File: config.mk
export PLATFORM = sky130hd
export DESIGN_NAME = cfr_flag_reg
export DESIGN_NICKNAME = d
export VERILOG_FILES = /design/src/cfr_pkg.sv /design/src/cfr_flag_reg.sv /design/src/cfr_alu.sv
export VERILOG_INCLUDE_DIRS = /design/src
export SDC_FILE = /design/constraint.sdc
export NUM_CORES = 1
export LEC_CHECK = 0
export BUFFER_PORTS_ARGS = -buffer_cell sky130_fd_sc_hd__buf_4
export CAP_MARGIN = 10
export CORE_ASPECT_RATIO = 1.25
export CORE_MARGIN = 3
export CORE_UTILIZATION = 25
export DETAILED_ROUTE_END_ITERATION = 8
export GPL_TIMING_DRIVEN = 0
export PLACE_DENSITY_LB_ADDON = 0.25
export SETUP_SLACK_MARGIN = 0.05
export SLEW_MARGIN = 20
export SYNTH_ARGS = -nofsm -noshare
export SYNTH_HDL_FRONTEND = slang
export SYNTH_SLANG_ARGS = --single-unit
File: constraint.sdc
create_clock -name aclk -period 5.3 [get_ports aclk]
set_clock_uncertainty 0.05 [all_clocks]
set_input_delay 1.59 -clock aclk [delete_from_list [all_inputs] [get_ports aclk]]
set_output_delay 1.59 -clock aclk [all_outputs]
set_load 0.005 [all_outputs]
File: src/cfr_map.svh
`ifndef CFR_MAP_SVH
`define CFR_MAP_SVH

// register byte offsets on the AXI4-Lite port
`define CFR_ADDR_W        8
`define CFR_OFS_FLAGS     8'h00
`define CFR_OFS_IRQ_STAT  8'h04
`define CFR_OFS_IRQ_MASK  8'h08
`define CFR_OFS_RESULT    8'h0C

// flag register bit positions
`define CFR_BIT_TMO       4
`define CFR_BIT_PWRDN     3
`define CFR_BIT_Z         2
`define CFR_BIT_NC        1
`define CFR_BIT_C         0

// power-on / brown-out values
`define CFR_RST_TMO       1'h1
`define CFR_RST_PWRDN     1'h1
`define CFR_RST_ARITH     1'h0
`define CFR_RST_MASK      3'h0
`define CFR_RST_STAT      3'h0
`define CFR_RST_RESULT    8'h00

// interrupt status / mask bit positions
`define CFR_IRQ_WDOG      0
`define CFR_IRQ_SLEEP     1
`define CFR_IRQ_FLAGW     2
`define CFR_IRQ_W         3

// nibble carry leaves bit 3, shows as bit 4 of a nibble sum
`define CFR_NIB_CY        4

`define CFR_RESP_OKAY     2'h0
`define CFR_RESP_SLVERR   2'h2

`endif

File: src/cfr_pkg.sv
package cfr_pkg;

  typedef enum logic [3:0] {
    OP_PASS = 4'h0,
    OP_ADD  = 4'h1,
    OP_SUB  = 4'h2,
    OP_AND  = 4'h3,
    OP_IOR  = 4'h4,
    OP_XOR  = 4'h5,
    OP_RL   = 4'h6,
    OP_RR   = 4'h7,
    OP_CLR  = 4'h8,
    OP_MOVZ = 4'h9
  } cfr_op_t;

  typedef struct packed {
    logic       valid;
    cfr_op_t    op;
    logic       dest_flags;
    logic [7:0] w;
    logic [7:0] f;
  } cfr_exec_t;

  typedef struct packed {
    logic [7:0] res;
    logic       z;
    logic       nc;
    logic       c;
    logic       aff_z;
    logic       aff_nc;
    logic       aff_c;
  } cfr_alu_t;

  typedef struct packed {
    logic       valid;
    logic [7:0] data;
  } cfr_res_t;

endpackage : cfr_pkg

File: src/cfr_flag_reg.sv
// Functional notes
// RULE_01 - bits 7 to 5 have no storage and read as zero
// RULE_02 - flag-affecting instruction aimed at flags: result flags beat data
// RULE_03 - watchdog and power-down flags ignore every write
// RULE_04 - timeout flag: set by power-up, clear, sleep; cleared by timeout
// RULE_05 - power-down flag set by power-up or watchdog clear; sleep clears
// RULE_06 - zero flag follows whether the result is zero
// RULE_07 - add/sub: nibble carry is carry out of bit three
// RULE_08 - add/sub: carry is carry out of the top result bit
// RULE_09 - subtract adds two's complement; carries mean no borrow
// RULE_10 - rotates load carry with the bit shifted out
// RULE_11 - clear aimed at flags sets zero, leaves other flags alone
// RULE_12 - software should alter flags only with non-flag instructions
// RULE_13 - power-on reset: cause flags one, arithmetic flags zero
// RULE_14 - unaffected flags hold; plain writes lose to flag updates
//
// Our own choices: register access over AXI4-Lite and the register offsets.
`timescale 1ns/1ps
`include "cfr_map.svh"

module cfr_flag_reg
  import cfr_pkg::*;
(
  input  wire logic                   aclk,
  input  wire logic                   aresetn,
  input  wire logic [`CFR_ADDR_W-1:0] s_axi_awaddr,
  input  wire logic                   s_axi_awvalid,
  output logic                        s_axi_awready,
  input  wire logic [31:0]            s_axi_wdata,
  input  wire logic [3:0]             s_axi_wstrb,
  input  wire logic                   s_axi_wvalid,
  output logic                        s_axi_wready,
  output logic [1:0]                  s_axi_bresp,
  output logic                        s_axi_bvalid,
  input  wire logic                   s_axi_bready,
  input  wire logic [`CFR_ADDR_W-1:0] s_axi_araddr,
  input  wire logic                   s_axi_arvalid,
  output logic                        s_axi_arready,
  output logic [31:0]                 s_axi_rdata,
  output logic [1:0]                  s_axi_rresp,
  output logic                        s_axi_rvalid,
  input  wire logic                   s_axi_rready,
  input  wire cfr_exec_t              exec_req,
  output cfr_res_t                    exec_res,
  output logic [7:0]                  flags_out,
  input  wire logic                   watchdog_clear_instr,
  input  wire logic                   sleep_instr,
  input  wire logic                   watchdog_timeout,
  output logic                        irq
);

  localparam int AW = `CFR_ADDR_W;

  // word-aligned address match
  function automatic logic hit(input logic [AW-1:0] a,
                               input logic [AW-1:0] ofs);
    hit = (a[AW-1:2] == ofs[AW-1:2]);
  endfunction : hit

  function automatic logic known(input logic [AW-1:0] a);
    known = hit(a, `CFR_OFS_FLAGS) || hit(a, `CFR_OFS_IRQ_STAT) ||
            hit(a, `CFR_OFS_IRQ_MASK) || hit(a, `CFR_OFS_RESULT);
  endfunction : known

  // flag bits and bus-side state
  logic                 tmo_q;
  logic                 tmo_d;
  logic                 pwrdn_q;
  logic                 pwrdn_d;
  logic                 z_q;
  logic                 z_d;
  logic                 nc_q;
  logic                 nc_d;
  logic                 c_q;
  logic                 c_d;
  logic [`CFR_IRQ_W-1:0] stat_q;
  logic [`CFR_IRQ_W-1:0] stat_d;
  logic [`CFR_IRQ_W-1:0] mask_q;
  logic [`CFR_IRQ_W-1:0] mask_d;
  logic [7:0]           result_q;
  logic                 res_vld_q;

  logic                 aw_hold_q;
  logic [AW-1:0]        awaddr_q;
  logic                 w_hold_q;
  logic [31:0]          wdata_q;
  logic [3:0]           wstrb_q;
  logic                 bvalid_q;
  logic [1:0]           bresp_q;
  logic                 rvalid_q;
  logic [1:0]           rresp_q;
  logic [31:0]          rdata_q;

  cfr_alu_t             alu;

  // execution datapath
  cfr_alu u_alu (
    .req  (exec_req),
    .c_in (c_q),
    .out  (alu)
  );

  wire logic go      = exec_req.valid;
  wire logic upd_z   = go && alu.aff_z;
  wire logic upd_nc  = go && alu.aff_nc;
  wire logic upd_c   = go && alu.aff_c;
  // a clear into flags writes only the zero flag
  wire logic dst_wr  = go && exec_req.dest_flags &&
                       (exec_req.op != OP_CLR);  // RULE_11

  // write channels
  wire logic aw_fire = s_axi_awvalid && s_axi_awready;
  wire logic w_fire  = s_axi_wvalid && s_axi_wready;
  wire logic wr_fire = aw_hold_q && w_hold_q && !bvalid_q;
  wire logic lane0   = wstrb_q[0];
  wire logic wr_flg  = wr_fire && lane0 && hit(awaddr_q, `CFR_OFS_FLAGS);
  wire logic wr_stat = wr_fire && lane0 &&
                       hit(awaddr_q, `CFR_OFS_IRQ_STAT);
  wire logic wr_mask = wr_fire && lane0 &&
                       hit(awaddr_q, `CFR_OFS_IRQ_MASK);
  wire logic [1:0] wr_resp = known(awaddr_q) ? `CFR_RESP_OKAY
                                             : `CFR_RESP_SLVERR;

  assign s_axi_awready = !aw_hold_q && !bvalid_q;
  assign s_axi_wready  = !w_hold_q && !bvalid_q;
  assign s_axi_bvalid  = bvalid_q;
  assign s_axi_bresp   = bresp_q;

  // flag next values
  // instruction update first, then instruction data, then bus write
  assign z_d  = upd_z  ? alu.z  :  // RULE_02
                dst_wr ? alu.res[`CFR_BIT_Z] :
                wr_flg ? wdata_q[`CFR_BIT_Z] : z_q;  // RULE_14
  assign nc_d = upd_nc ? alu.nc :  // RULE_02
                dst_wr ? alu.res[`CFR_BIT_NC] :
                wr_flg ? wdata_q[`CFR_BIT_NC] : nc_q;  // RULE_14
  assign c_d  = upd_c  ? alu.c  :  // RULE_02
                dst_wr ? alu.res[`CFR_BIT_C] :
                wr_flg ? wdata_q[`CFR_BIT_C] : c_q;  // RULE_14

  // cause flags see only the watchdog/sleep events, never data
  // a timeout in the same cycle as a clear wins: it is the later news
  assign tmo_d   = watchdog_timeout ? 1'h0 :  // RULE_04
                   (watchdog_clear_instr || sleep_instr) ? 1'h1 :
                   tmo_q;  // RULE_03
  assign pwrdn_d = sleep_instr ? 1'h0 :  // RULE_05
                   watchdog_clear_instr ? 1'h1 : pwrdn_q;  // RULE_03

  // interrupt status
  logic [`CFR_IRQ_W-1:0] ev;
  always_comb begin
    ev = '0;
    ev[`CFR_IRQ_WDOG]  = watchdog_timeout;
    ev[`CFR_IRQ_SLEEP] = sleep_instr;
    ev[`CFR_IRQ_FLAGW] = go && exec_req.dest_flags;
  end

  // set beats a simultaneous write-one-to-clear
  assign stat_d = ev | (stat_q & ~({`CFR_IRQ_W{wr_stat}} &
                                   wdata_q[`CFR_IRQ_W-1:0]));
  assign mask_d = wr_mask ? wdata_q[`CFR_IRQ_W-1:0] : mask_q;
  assign irq    = |(stat_q & mask_q);

  // register outputs
  wire logic [7:0] flags_rd =
    {3'h0, tmo_q, pwrdn_q, z_q, nc_q, c_q};  // RULE_01
  assign flags_out      = flags_rd;
  assign exec_res.valid = res_vld_q;
  assign exec_res.data  = result_q;

  // read channel
  wire logic ar_fire = s_axi_arvalid && s_axi_arready;
  wire logic [31:0] rd_mux =
    hit(s_axi_araddr, `CFR_OFS_FLAGS)    ? {24'h000000, flags_rd} :
    hit(s_axi_araddr, `CFR_OFS_IRQ_STAT) ? {29'h0000000, stat_q} :
    hit(s_axi_araddr, `CFR_OFS_IRQ_MASK) ? {29'h0000000, mask_q} :
    hit(s_axi_araddr, `CFR_OFS_RESULT)   ? {24'h000000, result_q} :
                                           32'h00000000;
  wire logic [1:0] rd_resp = known(s_axi_araddr) ? `CFR_RESP_OKAY
                                                 : `CFR_RESP_SLVERR;

  assign s_axi_arready = !rvalid_q;
  assign s_axi_rvalid  = rvalid_q;
  assign s_axi_rresp   = rresp_q;
  assign s_axi_rdata   = rdata_q;

  // registers
  // aresetn stands for power-on / brown-out; warm resets elsewhere
  // leave this block running so the arithmetic flags survive them
  always_ff @(posedge aclk) begin
    if (!aresetn) begin
      tmo_q   <= `CFR_RST_TMO;  // RULE_13
      pwrdn_q <= `CFR_RST_PWRDN;  // RULE_13
      z_q     <= `CFR_RST_ARITH;  // RULE_13
      nc_q    <= `CFR_RST_ARITH;
      c_q     <= `CFR_RST_ARITH;
    end else begin
      tmo_q   <= tmo_d;
      pwrdn_q <= pwrdn_d;
      z_q     <= z_d;
      nc_q    <= nc_d;
      c_q     <= c_d;
    end
  end

  always_ff @(posedge aclk) begin
    if (!aresetn) begin
      stat_q    <= `CFR_RST_STAT;
      mask_q    <= `CFR_RST_MASK;
      result_q  <= `CFR_RST_RESULT;
      res_vld_q <= 1'h0;
    end else begin
      stat_q    <= stat_d;
      mask_q    <= mask_d;
      res_vld_q <= go;
      if (go) begin
        result_q <= alu.res;
      end
    end
  end

  // address and data are captured independently, either order
  always_ff @(posedge aclk) begin
    if (!aresetn) begin
      aw_hold_q <= 1'h0;
      awaddr_q  <= '0;
    end else if (aw_fire) begin
      aw_hold_q <= 1'h1;
      awaddr_q  <= s_axi_awaddr;
    end else if (wr_fire) begin
      aw_hold_q <= 1'h0;
    end
  end

  always_ff @(posedge aclk) begin
    if (!aresetn) begin
      w_hold_q <= 1'h0;
      wdata_q  <= 32'h00000000;
      wstrb_q  <= 4'h0;
    end else if (w_fire) begin
      w_hold_q <= 1'h1;
      wdata_q  <= s_axi_wdata;
      wstrb_q  <= s_axi_wstrb;
    end else if (wr_fire) begin
      w_hold_q <= 1'h0;
    end
  end

  always_ff @(posedge aclk) begin
    if (!aresetn) begin
      bvalid_q <= 1'h0;
      bresp_q  <= `CFR_RESP_OKAY;
    end else if (wr_fire) begin
      bvalid_q <= 1'h1;
      bresp_q  <= wr_resp;
    end else if (s_axi_bready) begin
      bvalid_q <= 1'h0;
    end
  end

  always_ff @(posedge aclk) begin
    if (!aresetn) begin
      rvalid_q <= 1'h0;
      rresp_q  <= `CFR_RESP_OKAY;
      rdata_q  <= 32'h00000000;
    end else if (ar_fire) begin
      rvalid_q <= 1'h1;
      rresp_q  <= rd_resp;
      rdata_q  <= rd_mux;
    end else if (s_axi_rready) begin
      rvalid_q <= 1'h0;
    end
  end

endmodule : cfr_flag_reg

File: src/cfr_alu.sv
`timescale 1ns/1ps
`include "cfr_map.svh"

module cfr_alu
  import cfr_pkg::*;
(
  input  wire cfr_exec_t req,
  input  wire logic      c_in,
  output cfr_alu_t       out
);

  function automatic logic [8:0] add9(input logic [7:0] a,
                                      input logic [7:0] b,
                                      input logic       ci);
    add9 = {1'h0, a} + {1'h0, b} + {8'h00, ci};
  endfunction : add9

  // subtract adds the two's complement: carries read as not-borrow
  wire logic       is_sub = (req.op == OP_SUB);
  wire logic [7:0] b_op   = is_sub ? ~req.w : req.w;  // RULE_09
  wire logic [8:0] sum    = add9(req.f, b_op, is_sub);
  wire logic [8:0] nib    = add9({4'h0, req.f[3:0]}, {4'h0, b_op[3:0]},
                                 is_sub);
  wire logic       is_ar  = (req.op == OP_ADD) || is_sub;
  wire logic       is_rot = (req.op == OP_RL) || (req.op == OP_RR);

  logic [7:0] res;
  logic       rot_c;

  always_comb begin
    rot_c = 1'h0;
    unique case (req.op)
      OP_ADD, OP_SUB: res = sum[7:0];
      OP_AND:         res = req.f & req.w;
      OP_IOR:         res = req.f | req.w;
      OP_XOR:         res = req.f ^ req.w;
      OP_RL: begin
        res   = {req.f[6:0], c_in};
        rot_c = req.f[7];  // RULE_10
      end
      OP_RR: begin
        res   = {c_in, req.f[7:1]};
        rot_c = req.f[0];  // RULE_10
      end
      OP_CLR:         res = 8'h00;
      default:        res = req.f;
    endcase
  end

  assign out.res    = res;
  assign out.z      = (res == 8'h00);  // RULE_06
  assign out.nc     = nib[`CFR_NIB_CY];  // RULE_07
  assign out.c      = is_rot ? rot_c : sum[8];  // RULE_08
  assign out.aff_z  = !is_rot && (req.op != OP_PASS);
  assign out.aff_nc = is_ar;
  assign out.aff_c  = is_ar || is_rot;

endmodule : cfr_alu

==> results.yml <==
worst_setup_path:
  cpMaxStageDelayCell: "fa_1"
  cp_max_fo: 9
  worstSetupEndpointType: "register"
  cp.required_ns: 5.45
  cpPeakStageDelay_ns: 0.56
  crit_chain: "buf_4 -> nor4b_2 -> buf_4 -> xnor2_1 -> inv_1 -> fa_1 -> nand2b_1 -> a311oi_1 -> o311a_1 -> nand4b_1 -> or4b_1 -> o31ai_2"
  crit_top_cell: "buf_4"
  worstPathArrival_ns: 4.49
  criticalPathCategory: "in2reg"
  cp-start-kind: "input pin"
job:
  cap_violations: 0
global_route:
  grt_pass1_vias: 3322
  gr-total-overflow: 0
  antenna_found_initial: 0
  track_usage: 0.1350
  grt_start_max_net_pins: 14
  grt_pass1_wl_um: 17240
clock_tree:
  htree_levels: 2
  cts_setup_buffers: 0
  clkSinkCount: 44
  tritoncts: "built"
  clk_path_buf_depth: 2
  hold_buffers: 0
  cts_root_buf: "clkbuf_16"
  worstSkewPairLatency_ns: 0.29
  cts.clk_slew.worst_paths_ns: 0.06
  cts_buffers: 5
  ctsResizeCount: 0
synth:
  ys_ff_latch: 44
  ys.flop_type: "dfxtp_1"
  async_flop_share: 0
  ys_types: 70
  yosysSeqAreaShare: 0.2489
  synth_commonest_cells: "49 x nor2_1, 44 x dfxtp_1, 39 x buf_4"
  synth.top_cell.area_share: 0.2489
  yosys_warnings: 0
  syn_area_um2: 3540
  synth_edf_count: 0
  synth_area_leaders: "dfxtp_1 25%, ha_1 9.2%, buf_4 8.3%"
  synthCells: 420
  yosysTopAreaCell: "dfxtp_1"
  synth_area_per_cell_um2: 8.428
  synth.most_common_cell: "nor2_1"
routing:
  drtIter0Drc: 199
  via_count: 3288
  via_per_inst: 4.670
  wl_per_cell_um: 15.00
  antenna_left: 0
  wirelength_um: 10560
  drc_errors: 0
  first_pass_iters: 4
finish:
  fin_area_um2: 4604
  stdcell_count: 704
  area_growth_syn_to_layout_pct: 30.08
  antenna_cells: 0
  nFillCells: 1487
  fin_nets: 640
  drive_above_1_share: 0.2722
pwr:
  p_switching_mw: 0.2819
  power_density_nw_per_um2: 224.9
  swShare: 0.2722
  power_leakage_nw: 2.185
  cell_internal_pwr_mw: 0.7535
  power_mw: 1.035
  pwr-share-seq: 0.354
  pwr-share-clk: 0.379
  ir_drop_uv: 232.6
  pwr-share-comb: 0.267
floorplanning:
  die_w_um: 112.4
  die-area_um2: 15630
  initial_core_util: 0.2563
  core-area_um2: 13810
  die_y_um: 139.0
  io_pins: 143
  row_count: 48
timing:
  setup_ws_ns: 0.9654
  finalHoldViolCount: 0
  slew_headroom: 0.6165
  slew_viol_final: 0
  setup_viol: 0
  min_period_ns: 4.335
  tightestPinTransition_ns: 0.5708
  max_freq_mhz: 230.7
  rsz0062_at_grt: "false"
  fin_crit_sh: 0.8179
  tns_ns: 0
place:
  gp_congestion: 0.8198
  place_hpwl_um: 8584
  port_buffers: 74
  pre_cts_slack_ns: 0.6788
  post_dp_cell_area_um2: 4419
  dp_cells: 697
worst_hold_path:
  min_path_type: "reg2reg"
run_status:
  status: "complete, no violations"
registers in the layout, summed over array words and instances (netlist names):
name,flops
s_axi_rresp,1
s_axi_bresp,1
z_q,1
wstrb_q,1
s_axi_rdata,8
awaddr_q,6
s_axi_bvalid,1
c_q,1
res_vld_q,1
w_hold_q,1
mask_q,3
s_axi_rvalid,1
result_q,8
tmo_q,1
nc_q,1
pwrdn_q,1
aw_hold_q,1
wdata_q,3
stat_q,3
cells by family after synthesis:
kind of cell | after synthesis | share of synthesized area
buffers and inverters | 85 | 0.1396
AO/OA/AOI/OAI | 93 | 0.1905
other | 1 | 0.001059
adder cells (fa/ha/maj) | 27 | 0.09756
flip-flops | 44 | 0.2488
multiplexers | 31 | 0.1068
AND/OR/NAND/NOR | 129 | 0.1909
XOR/XNOR | 10 | 0.02475
critical path: cells and delay by family:
kind | cells | cell delay (ns)
and+or+nand+nor | 4 | 0.95
AOI/OAI and AO/OA | 3 | 0.73
adders and majority gates | 1 | 0.56
buffers and inverters | 3 | 0.49
xor gates and xnor gates | 1 | 0.17
power by group through the flow:
stage	Sequential (mW)	Clock, mW	Combinational, mW
6_report	0.367	0.392	0.276
5_1_grt	0.370	0.414	0.309
3_3_place_gp	0.373	0	0.272
3_5_place_dp	0.375	0	0.276
4_1_cts	0.367	0.400	0.277
2_1_floorplan	0.369	0	0.177
worst paths after layout:
check / start / endpoint / slack [ns] / depth (start not counted)
setup / recovery: exec_req[17] / z_q / 0.97 / 12
hold / removal: stat_q[2] / stat_q[2] / 0.44 / 2
setup reg to reg: awaddr_q[7] / z_q / 2.99 / 6
hold reg to reg: stat_q[2] / stat_q[2] / 0.44 / 2
metal layers:
| layer | share of wire | track usage | wire length (um) | vias to the layer above |
|---|---|---|---|---|
| met1 | 0.43 | 0.1720 | 4496 | 1509 |
| met4 | 0.011 | 0.02975 | 112 | 0 |
| li1 | - | - | - | 1650 |
| met2 | 0.50 | 0.2389 | 5283 | 120 |
| met5 | 0 | 0 | 0 | - |
| met3 | 0.063 | 0.02095 | 664 | 9 |
layout make-up:
| cell class | count | area, um^2 | area share |
|---|---|---|---|
| clock buffer | 5 | 125.1 | 0.02717 |
| tap | 175 | 219.0 | 0.04755 |
| inverter | 28 | 105.1 | 0.02283 |
| clock inverter | 2 | 60.06 | 0.01304 |
| timing repair buffer | 74 | 555.5 | 0.1207 |
| multi-input combinational | 319 | 2270 | 0.4929 |
| sequential | 44 | 880.8 | 0.1913 |
| buffer | 57 | 389.1 | 0.08451 |
per-stage QoR:
| step | util | hold slack [ns] |
|---|---|---|
| after floorplan | - | 0.3959 |
| after global placement | 0.3199 | 0.4165 |
| after detailed placement | 0.3199 | 0.4278 |
| after CTS | 0.3333 | 0.4356 |
| after global routing | 0.3333 | 0.4836 |
| final | 0.3333 | 0.4394 |
layout by cell type (no fill, tap or decap), types with 14 or more instances in the layout:
| cell | netlist | layout |
|---|---|---|
| buf_4 | 39 | 113 |
| nor2_1 | 49 | 49 |
| dfxtp_1 | 44 | 44 |
| conb_1 | 1 | 29 |
| inv_1 | 27 | 27 |
| ha_1 | 26 | 26 |
| mux2i_1 | 22 | 22 |
| a21oi_1 | 18 | 18 |
| nand2_1 | 16 | 16 |
| o21ai_0 | 14 | 14 |
No activity file was read; power rests on OpenSTA's default activity.
